### src/hw/spfdp_pkg.sv
package spfdp_pkg;
  // Register indices; byte address is four times the index
  localparam logic [5:0] IDX_CONFIG = 6'h01;
  localparam logic [5:0] IDX_IRQ_ENABLE_CONTROL = 6'h02;
  localparam logic [5:0] IDX_IRQ_FLAG_STATUS = 6'h03;
  localparam logic [5:0] IDX_SHIFT_DATA_PORT = 6'h04;
  // Config register fields
  localparam int CFG_BUFFERED_MODE_EN = 7;
  localparam int CFG_MASTER = 5;
  localparam int CFG_SLAVE_SELECT_IGNORE = 2;
  localparam int CFG_SS_PIN_INPUT = 1;
  localparam logic [7:0] CFG_RESET = 8'h00;
  // Enable register fields
  localparam int EN_RX_COMPLETE = 7;
  localparam int EN_TX_COMPLETE = 6;
  localparam int EN_TX_EMPTY = 5;
  localparam int EN_SLAVE_SELECT = 4;
  localparam int EN_SINGLE = 0;
  localparam logic [7:0] EN_RESET = 8'h00;
  // Flag register fields
  localparam int FL_RX_COMPLETE = 7;
  localparam int FL_TX_COMPLETE = 6;
  localparam int FL_TX_EMPTY = 5;
  localparam int FL_SLAVE_SELECT = 4;
  localparam int FL_RX_OVERRUN = 0;
  localparam logic [7:0] DATA_RESET = 8'h00;
  // Receive buffer depth in buffered mode
  localparam int RX_DEPTH = 2;

  typedef struct packed {
    logic xfer;       // Shared receive/transfer flag, non-buffered
    logic collision;  // Write collision, non-buffered
    logic tx_complete;
    logic tx_empty;
    logic slave_select;
    logic rx_overrun;
  } spfdp_flags_t;

  typedef enum logic [1:0] {
    SPFDP_TX_IDLE = 2'b00,
    SPFDP_TX_HELD = 2'b01
  } spfdp_tx_state_t;
endpackage

### src/hw/spfdp_core.sv
// Functional notes
// - Buffered: slave-select enable gates its interrupt; non-buffered it reads zero.
// - Non-buffered: single enable raises interrupt while combined flag set.
// - Buffered: receive-complete high while receive buffer holds unread data.
// - Buffered: receive-complete cleared by reading the last unread byte or writing one to it.
// - Non-buffered: transfer flag set when a byte finishes shifting.
// - Master with slave-select input driven low also sets transfer flag.
// - Transfer flag cleared by vector, or flag read then data access.
// - Buffered: transfer-complete set when shifter empties, nothing pending; write-one clears.
// - Non-buffered: data write during shifting sets collision; read-then-access clears.
// - Buffered: transmit-empty set when the buffered byte moves to the shifter; non-buffered reads zero.
// - Transmit-empty flag is zero after reset.
// - Writing data register clears transmit-empty flag.
// - Buffered: slave-select takeover of master sets flag unless ignored; write-one clears.
// - Buffered: overrun set when two-entry buffer full and third byte completes.
// - Without pending transmit data, overrun waits for next transfer start.
// - Overrun stays until software reads the data register.
// - Data write starts transmission; byte goes to the shifter.
// - Data read returns oldest received byte; rest advance.
// - Buffered mode: two receive stages, one transmit stage, separate flags.
// - Interrupt asserted while enable and flag set, until flag cleared.
//
// Local design decision: the address-and-strobe port.
module spfdp_core #(
  parameter int RX_DEPTH = spfdp_pkg::RX_DEPTH
) (
  // Clock and reset
  input wire logic I_CLOCK,
  input wire logic I_RESET,
  // Register port
  input wire logic [7:0] I_ADDR,
  input wire logic [7:0] I_WDATA,
  input wire logic I_WRITE,
  input wire logic I_READ,
  output logic [7:0] O_RDATA,
  // Interrupt
  output logic O_IRQ,
  input wire logic I_IRQ_ACK,
  // Slave-select pin
  input wire logic I_SS_N,
  // Shift engine
  output logic O_SHIFT_LOAD,
  output logic [7:0] O_SHIFT_DATA,
  input wire logic I_SHIFT_BUSY,
  input wire logic I_SHIFT_START,
  input wire logic I_SHIFT_DONE,
  input wire logic [7:0] I_SHIFT_RDATA,
  // Status
  output logic O_MASTER
);
  logic [5:0] idx;
  logic acc_ok, wr_cfg, wr_en, wr_fl, wr_dat, rd_fl, rd_dat, dat_acc;
  logic [7:0] cfg_reg, en_reg, tx_buf_reg, shift_data_reg;
  logic tx_valid_reg, buf_mode, ss_n_meta_reg, ss_n_reg, takeover;
  logic load_now, arm_xfer_reg, arm_coll_reg, ovf_pend_reg, rx_wr1c;
  logic xfer_reg, coll_reg, txc_reg, txe_reg, ssf_reg, ovf_reg;
  spfdp_pkg::spfdp_flags_t flags_reg;
  logic [7:0] rx_mem [RX_DEPTH];
  logic [1:0] rx_count_reg;
  logic rx_push, rx_pop, rx_full;
  logic [7:0] flag_view, en_view, rdata_next;

  // Register decode on word-aligned byte addresses
  assign idx = I_ADDR[7:2];
  assign acc_ok = (I_ADDR[1:0] == 2'b00);
  assign wr_cfg = I_WRITE && acc_ok && (idx == spfdp_pkg::IDX_CONFIG);
  assign wr_en = I_WRITE && acc_ok && (idx == spfdp_pkg::IDX_IRQ_ENABLE_CONTROL);
  assign wr_fl = I_WRITE && acc_ok && (idx == spfdp_pkg::IDX_IRQ_FLAG_STATUS);
  assign wr_dat = I_WRITE && acc_ok && (idx == spfdp_pkg::IDX_SHIFT_DATA_PORT);
  assign rd_fl = I_READ && acc_ok && (idx == spfdp_pkg::IDX_IRQ_FLAG_STATUS);
  assign rd_dat = I_READ && acc_ok && (idx == spfdp_pkg::IDX_SHIFT_DATA_PORT);
  assign dat_acc = wr_dat || rd_dat;
  assign buf_mode = cfg_reg[spfdp_pkg::CFG_BUFFERED_MODE_EN];
  assign O_MASTER = cfg_reg[spfdp_pkg::CFG_MASTER];
  // Each flag bit has its own register so that every bit has a single writer
  assign flags_reg = {xfer_reg, coll_reg, txc_reg, txe_reg, ssf_reg, ovf_reg};

  // Pin synchroniser; only the second stage is read
  always_ff @(posedge I_CLOCK) begin
    if (I_RESET) begin
      ss_n_meta_reg <= 1'b1;
      ss_n_reg <= 1'b1;
    end else begin
      ss_n_meta_reg <= I_SS_N;
      ss_n_reg <= ss_n_meta_reg;
    end
  end

  // External low on slave-select pulls a master into slave
  assign takeover = cfg_reg[spfdp_pkg::CFG_MASTER] && cfg_reg[spfdp_pkg::CFG_SS_PIN_INPUT]
    && !cfg_reg[spfdp_pkg::CFG_SLAVE_SELECT_IGNORE] && !ss_n_reg;

  // Configuration; takeover wins over a write restoring master
  always_ff @(posedge I_CLOCK) begin
    if (I_RESET) begin
      cfg_reg <= spfdp_pkg::CFG_RESET;
    end else begin
      if (wr_cfg) begin
        cfg_reg <= I_WDATA;
      end
      if (takeover) begin
        cfg_reg[spfdp_pkg::CFG_MASTER] <= 1'b0;
      end
    end
  end

  always_ff @(posedge I_CLOCK) begin
    if (I_RESET) begin
      en_reg <= spfdp_pkg::EN_RESET;
    end else if (wr_en) begin
      en_reg <= I_WDATA;
    end
  end

  // Transmit path: buffered mode holds one byte ahead of the shifter
  assign load_now = buf_mode ? (tx_valid_reg && !I_SHIFT_BUSY)
                             : (wr_dat && !I_SHIFT_BUSY);

  always_ff @(posedge I_CLOCK) begin
    if (I_RESET) begin
      tx_buf_reg <= spfdp_pkg::DATA_RESET;
      tx_valid_reg <= 1'b0;
    end else if (!buf_mode) begin
      tx_valid_reg <= 1'b0;
    end else if (wr_dat) begin
      // A write into a full buffer replaces the waiting byte
      tx_buf_reg <= I_WDATA;
      tx_valid_reg <= 1'b1;
    end else if (load_now) begin
      tx_valid_reg <= 1'b0;
    end
  end

  always_ff @(posedge I_CLOCK) begin
    if (I_RESET) begin
      O_SHIFT_LOAD <= 1'b0;
      shift_data_reg <= spfdp_pkg::DATA_RESET;
    end else begin
      O_SHIFT_LOAD <= load_now;
      if (load_now) begin
        shift_data_reg <= buf_mode ? tx_buf_reg : I_WDATA;
      end
    end
  end
  assign O_SHIFT_DATA = shift_data_reg;

  // Receive FIFO; non-buffered mode keeps just the newest byte in entry 0
  assign rx_full = (rx_count_reg == 2'(RX_DEPTH));
  assign rx_wr1c = buf_mode && wr_fl && I_WDATA[spfdp_pkg::FL_RX_COMPLETE];
  assign rx_pop = buf_mode && rd_dat && (rx_count_reg != 2'h0);
  assign rx_push = buf_mode && I_SHIFT_DONE && (!rx_full || rx_pop);

  generate
    for (genvar g = 0; g < RX_DEPTH; g++) begin : g_rx
      always_ff @(posedge I_CLOCK) begin
        if (I_RESET) begin
          rx_mem[g] <= spfdp_pkg::DATA_RESET;
        end else if (!buf_mode) begin
          if (g == 0 && I_SHIFT_DONE) begin
            rx_mem[g] <= I_SHIFT_RDATA;
          end
        end else if (rx_wr1c) begin
          if (g == 0 && I_SHIFT_DONE) begin
            rx_mem[g] <= I_SHIFT_RDATA;
          end
        end else if (rx_pop) begin
          // Oldest leaves, younger entries advance
          if (g + 1 < RX_DEPTH && 2'(g + 1) < rx_count_reg) begin
            rx_mem[g] <= rx_mem[(g + 1) % RX_DEPTH];
          end else if (rx_push && 2'(g + 1) == rx_count_reg) begin
            rx_mem[g] <= I_SHIFT_RDATA;
          end
        end else if (rx_push && 2'(g) == rx_count_reg) begin
          rx_mem[g] <= I_SHIFT_RDATA;
        end
      end
    end
  endgenerate

  always_ff @(posedge I_CLOCK) begin
    if (I_RESET) begin
      rx_count_reg <= 2'h0;
    end else if (!buf_mode) begin
      rx_count_reg <= 2'h0;
    end else if (rx_wr1c) begin
      // Writing one drops the unread bytes; a byte landing now survives
      rx_count_reg <= 2'(I_SHIFT_DONE);
    end else begin
      rx_count_reg <= rx_count_reg + 2'(rx_push) - 2'(rx_pop);
    end
  end

  // Clear by flag read then data access: the read arms, the access clears
  always_ff @(posedge I_CLOCK) begin
    if (I_RESET) begin
      arm_xfer_reg <= 1'b0;
      arm_coll_reg <= 1'b0;
    end else if (dat_acc) begin
      arm_xfer_reg <= 1'b0;
      arm_coll_reg <= 1'b0;
    end else if (rd_fl) begin
      arm_xfer_reg <= flags_reg.xfer;
      arm_coll_reg <= flags_reg.collision;
    end
  end

  // Non-buffered flags; a set in the clearing cycle wins
  always_ff @(posedge I_CLOCK) begin
    if (I_RESET) begin
      xfer_reg <= 1'b0;
      coll_reg <= 1'b0;
    end else if (buf_mode) begin
      xfer_reg <= 1'b0;
      coll_reg <= 1'b0;
    end else begin
      if (I_SHIFT_DONE || takeover) begin
        xfer_reg <= 1'b1;
      end else if (I_IRQ_ACK || (arm_xfer_reg && dat_acc)) begin
        xfer_reg <= 1'b0;
      end
      if (wr_dat && I_SHIFT_BUSY) begin
        coll_reg <= 1'b1;
      end else if (arm_coll_reg && dat_acc) begin
        coll_reg <= 1'b0;
      end
    end
  end

  // Buffered flags
  always_ff @(posedge I_CLOCK) begin
    if (I_RESET) begin
      txc_reg <= 1'b0;
      txe_reg <= 1'b0;
      ssf_reg <= 1'b0;
    end else if (!buf_mode) begin
      txc_reg <= 1'b0;
      txe_reg <= 1'b0;
      ssf_reg <= 1'b0;
    end else begin
      if (I_SHIFT_DONE && !tx_valid_reg && !wr_dat) begin
        txc_reg <= 1'b1;
      end else if (wr_fl && I_WDATA[spfdp_pkg::FL_TX_COMPLETE]) begin
        txc_reg <= 1'b0;
      end
      if (wr_dat) begin
        txe_reg <= 1'b0;
      end else if (load_now) begin
        txe_reg <= 1'b1;
      end
      if (takeover) begin
        ssf_reg <= 1'b1;
      end else if (wr_fl && I_WDATA[spfdp_pkg::FL_SLAVE_SELECT]) begin
        ssf_reg <= 1'b0;
      end
    end
  end

  // Overrun; with no transmit data queued it waits for the next start
  always_ff @(posedge I_CLOCK) begin
    if (I_RESET) begin
      ovf_reg <= 1'b0;
      ovf_pend_reg <= 1'b0;
    end else if (!buf_mode) begin
      ovf_reg <= 1'b0;
      ovf_pend_reg <= 1'b0;
    end else begin
      if (I_SHIFT_DONE && rx_full && !rx_pop && !rx_wr1c && tx_valid_reg) begin
        ovf_reg <= 1'b1;
      end else if (ovf_pend_reg && I_SHIFT_START) begin
        ovf_reg <= 1'b1;
      end else if (rd_dat) begin
        ovf_reg <= 1'b0;
      end
      if (I_SHIFT_DONE && rx_full && !rx_pop && !rx_wr1c && !tx_valid_reg) begin
        ovf_pend_reg <= 1'b1;
      end else if (I_SHIFT_START || rd_dat) begin
        ovf_pend_reg <= 1'b0;
      end
    end
  end

  // Register views; in non-buffered mode the bits that mode does not use read zero
  always_comb begin
    flag_view = 8'h00;
    en_view = 8'h00;
    if (buf_mode) begin
      flag_view[spfdp_pkg::FL_RX_COMPLETE] = (rx_count_reg != 2'h0);
      flag_view[spfdp_pkg::FL_TX_COMPLETE] = flags_reg.tx_complete;
      flag_view[spfdp_pkg::FL_TX_EMPTY] = flags_reg.tx_empty;
      flag_view[spfdp_pkg::FL_SLAVE_SELECT] = flags_reg.slave_select;
      flag_view[spfdp_pkg::FL_RX_OVERRUN] = flags_reg.rx_overrun;
      en_view = en_reg;
    end else begin
      flag_view[spfdp_pkg::FL_RX_COMPLETE] = flags_reg.xfer;
      flag_view[spfdp_pkg::FL_TX_COMPLETE] = flags_reg.collision;
      en_view[spfdp_pkg::EN_SINGLE] = en_reg[spfdp_pkg::EN_SINGLE];
    end
  end

  always_comb begin
    rdata_next = 8'h00;
    if (I_READ && acc_ok) begin
      case (idx)
        spfdp_pkg::IDX_CONFIG: rdata_next = cfg_reg;
        spfdp_pkg::IDX_IRQ_ENABLE_CONTROL: rdata_next = en_view;
        spfdp_pkg::IDX_IRQ_FLAG_STATUS: rdata_next = flag_view;
        spfdp_pkg::IDX_SHIFT_DATA_PORT: rdata_next = rx_mem[0];
        default: rdata_next = 8'h00;
      endcase
    end
  end

  // Read data stands only in the cycle after the strobe
  always_ff @(posedge I_CLOCK) begin
    if (I_RESET) begin
      O_RDATA <= 8'h00;
    end else begin
      O_RDATA <= rdata_next;
    end
  end

  // Level request: holds until software or the vector clears the flag
  assign O_IRQ = buf_mode ? ((en_view[spfdp_pkg::EN_RX_COMPLETE] && flag_view[7])
      || (en_view[spfdp_pkg::EN_TX_COMPLETE] && flag_view[6])
      || (en_view[spfdp_pkg::EN_TX_EMPTY] && flag_view[5])
      || (en_view[spfdp_pkg::EN_SLAVE_SELECT] && flag_view[4]))
    : (en_reg[spfdp_pkg::EN_SINGLE] && flags_reg.xfer);
endmodule // spfdp_core

### config.mk
export PLATFORM = sky130hd
export DESIGN_NAME = spfdp_core
export DESIGN_NICKNAME = d
export VERILOG_FILES = /design/src/hw/spfdp_pkg.sv /design/src/hw/spfdp_core.sv
export SDC_FILE = /design/constraint.sdc
export NUM_CORES = 1
export LEC_CHECK = 0
export ABC_CLOCK_PERIOD_IN_PS = 5200
export BUFFER_PORTS_ARGS = -buffer_cell sky130_fd_sc_hd__buf_2
export CAP_MARGIN = 20
export CORE_MARGIN = 5
export CORE_UTILIZATION = 45
export DETAILED_ROUTE_END_ITERATION = 10
export PLACE_DENSITY = 0.73
export REMOVE_ABC_BUFFERS = 1
export SLEW_MARGIN = 30
export SYNTH_ARGS = -nofsm -noshare
export SYNTH_HDL_FRONTEND = slang
export SYNTH_SLANG_ARGS = --single-unit
export TNS_END_PERCENT = 30
### constraint.sdc
create_clock -name I_CLOCK -period 5.2 [get_ports I_CLOCK]
set_input_delay 1.04 -clock I_CLOCK [delete_from_list [all_inputs] [get_ports I_CLOCK]]
set_output_delay 1.04 -clock I_CLOCK [all_outputs]
set_load 0.05 [all_outputs]
==> impl_metrics.csv <==
group,metric,value,unit
hold_path,hold_path_startpoint,"ss_n_meta_reg$_SDFF_PP1_",
hold_path,hold-path-cell-count,1,
cells_and_area,registers.top_by_ff_count,"rx_mem",
die,die_area,8710,um2
clocking,cts_post_setup_buffers_inserted,0,
route,drt_first_iter_violations,227,
worst_setup_path,worst-r2r-setup-slack,2280,ps
clocking,tritoncts,"built",
clocking,clkSinkCount,71,
hold_path,hold_crit_endpoint,"ss_n_reg$_SDFF_PP1_",
route,number_of_detailed_route_iterations_in_the_first_pass,4,
logic_synthesis,count_of_mapped_cells_out_of_synthesis,329,
clocking,cts.repair.resized,0,
placement,globalplace.congestion,0.872,
grt,met1_demand_to_capacity_share_in_global_routing,21.9,%
worst_setup_path,timing.critical_path.from_type,"primary input",
grt,grt_max_degree,45,
route,vias_per_cell,5.41,
timing,timing_hold_violations_final,0,
cells_and_area,largest_register_ff_count,16,
grt,globalRouteOverflowTotal,0,
worst_setup_path,worstSetupEndpointType,"register",
worst_setup_path,r2r_cells,5,
timing,fin_ws,2010,ps
worst_setup_path,worst-setup-path-type,"primary input to register",
grt,grt_first_pass_wirelength,11.8,mm
route,drc,0,
cells_and_area,post_route_cells_drive_above_1_share,22.0,%
worst_setup_path,reg2reg_from,"cfg_reg[7]$_SDFFE_PP0P_",
job,cap_viol_max_count,0,
worst_setup_path,rr_endpoint,"rx_mem[0][4]$_DFFE_PP_",
timing,timing.final.crit_share,61.4,%
logic_synthesis,leading_cell_type_by_number_of_instances_after_synthesis,"sky130_fd_sc_hd__dfxtp_1",
cells_and_area,diodes,0,
clocking,ctsHtreeMaxLevel,3,
timing,slew-limit-headroom,37.8,%
clocking,clock_latency,350,ps
logic_synthesis,synth_common_cells,"sky130_fd_sc_hd__dfxtp_1, sky130_fd_sc_hd__nand2_1, sky130_fd_sc_hd__a21oi_1",
placement,dpl.hpwl,5.08,mm
timing,fin_tns_setup,0,ps
worst_setup_path,critical_path.max_fanout,8,
die,initial_core_util,46.0,%
timing,final-setup-viol-count,0,
grt,global_route_hottest_layer,"met2",
route,post_detailed_route_wirelength_per_cell,15.1,um
worst_setup_path,critPathRequiredTime,5240,ps
cells_and_area,flow.area_growth_from_synthesis,17.4,%
cells_and_area,final_stage_net_count,411,
route,drtAntennaViolNets,0,
route,route.vias.total,2582,
power,ir_worst_vdd,0.000192,V
logic_synthesis,ys_warn_count,0,
worst_setup_path,worst-endpoint-arrival,3240,ps
logic_synthesis,synth_seq_cells,71,
timing,maxClockFrequency,0.313,GHz
route,finalWirelength,7.21,mm
logic_synthesis,netlist_area,3130,um2
power,p_leak,0.00139,uW
grt,antenna_found_initial,0,
logic_synthesis,syn-mean-instance-area,9.50,um2
power,powerDensity,295,nW/um2
clocking,max-clock-path-buffers,2,
placement,port_buffers,51,
grt,met2_usage,27.9,%
logic_synthesis,synth-main-ff-cell,"sky130_fd_sc_hd__dfxtp_1",
die,horizontal_die_dimension,93.3,um
timing,drv_slew,0,
logic_synthesis,asyncSetResetFlopFracSynth,0,%
die,coreArea,6790,um2
logic_synthesis,synth_top_cells_by_area,"sky130_fd_sc_hd__dfxtp_1, sky130_fd_sc_hd__edfxtp_1, sky130_fd_sc_hd__mux2i_1",
logic_synthesis,ys_seq_area_share,50.6,%
timing,tightestPinTransition,931,ps
die,io_pins,52,
clocking,worst_setup_hold_path_clk_slew,70,ps
clocking,tritoncts.num_buffers,9,
hold_path,worstHoldPathType,"register to register",
grt,global_route.usage.met3,5.63,%
logic_synthesis,synth_top_area_cell,"sky130_fd_sc_hd__dfxtp_1",
logic_synthesis,post-synth-top-area-fraction,35.2,%
timing,final_period_minus_worst_setup_slack,3190,ps
die,die_height,93.3,um
logic_synthesis,yosys.cell_types.count,48,
clocking,ctsRootBufferMaster,"sky130_fd_sc_hd__clkbuf_8",
timing,rsz0062_at_grt,"false",
timing,skew,11.1,ps
clocking,cts_hold_repair.buffers,0,
placement,place_worst_setup_slack,1650,ps
run_status,status,"complete, no violations",
grt,first_global_vias,2413,
grt,grt.total_usage,17.4,%
logic_synthesis,synth-edff-count,16,
die,placementRows,30,
==> critical path, cell delays in order <==
cell                      delay [ps]
sky130_fd_sc_hd__buf_2           110
sky130_fd_sc_hd__or4_1           670
sky130_fd_sc_hd__nor4b_4         470
sky130_fd_sc_hd__or4b_1          220
sky130_fd_sc_hd__nand2_1          50
sky130_fd_sc_hd__or4b_1          670
==> cells in the final DEF, fill, tap and decap left out, drive strengths merged, types with 8 or more instances in the layout <==
cell type / instances
a211oi: 9
a21oi: 29
a22o: 8
and2: 9
buf: 55
clkbuf: 10
dfxtp: 55
edfxtp: 16
inv: 11
mux2i: 18
nand2: 36
nand3: 21
nor2: 29
nor3: 8
o21ai: 10
==> power by group <==
part / internal, uW / switching (uW) / total, uW
Combinational: 18.5 / 29.0 / 47.5
Sequential: 570 / 2.93 / 573
Clock: 252 / 210 / 462
==> worst max path at each step <==
| stage | slack [ps] | cells past startpoint | endpoint | start |
|---|---|---|---|---|
| 3_3_place_gp | 1710 | 6 | rx_mem[0][2]$_DFFE_PP_ | I_ADDR[5] |
| 3_5_place_dp | 1650 | 6 | rx_mem[0][3]$_DFFE_PP_ | I_ADDR[5] |
| 5_1_grt | 1940 | 6 | rx_mem[0][4]$_DFFE_PP_ | I_ADDR[5] |
| 4_1_cts | 2030 | 6 | rx_mem[0][4]$_DFFE_PP_ | I_ADDR[5] |
| 2_1_floorplan | 1900 | 5 | cfg_reg[5]$_SDFFE_PP0P_ | I_ADDR[5] |
| 6_report | 2010 | 6 | rx_mem[0][4]$_DFFE_PP_ | I_ADDR[5] |
==> metal layers <==
layer	share of wire (%)	wire length (um)	vias to the layer above
met5	0	0	-
met4	0.67	48	0
met3	7.9	567	4
met2	49	3530	99
met1	43	3070	1195
li1	-	-	1284
==> through the flow <==
step / instances / hold WS [ps] / utilization (%) / cell area [um2] / power, uW
floorplan: 310 / 389 / - / 3050 / 603
global placement: 461 / 393 / 50.9 / 3460 / 632
detailed placement: 461 / 395 / 50.9 / 3460 / 633
CTS: 477 / 414 / 54.0 / 3670 / 1090
global route: 477 / 440 / 54.0 / 3670 / 1130
finish: 477 / 412 / 54.0 / 3670 / 1080
==> logic make-up after synthesis <==
group | Yosys count | synth area share [%]
AO/OA/AOI/OAI | 74 | 15.9
XOR/XNOR | 2 | 0.561
adder cells (fa/ha/maj) | 2 | 0.801
buffers and inverters | 27 | 3.32
flip-flops | 71 | 50.6
multiplexers | 18 | 5.76
AND/OR/NAND/NOR | 135 | 23.1
==> area by class of cell <==
class                      count  area (um2)
clock buffer                  10         149
clock inverter                 6        63.8
fill                         639        3120
inverter                       8        30.0
multi-input combinational    231        1440
sequential                    71        1580
tap                           96         120
timing repair buffer          55         285
(Power assumes the default switching activity.)
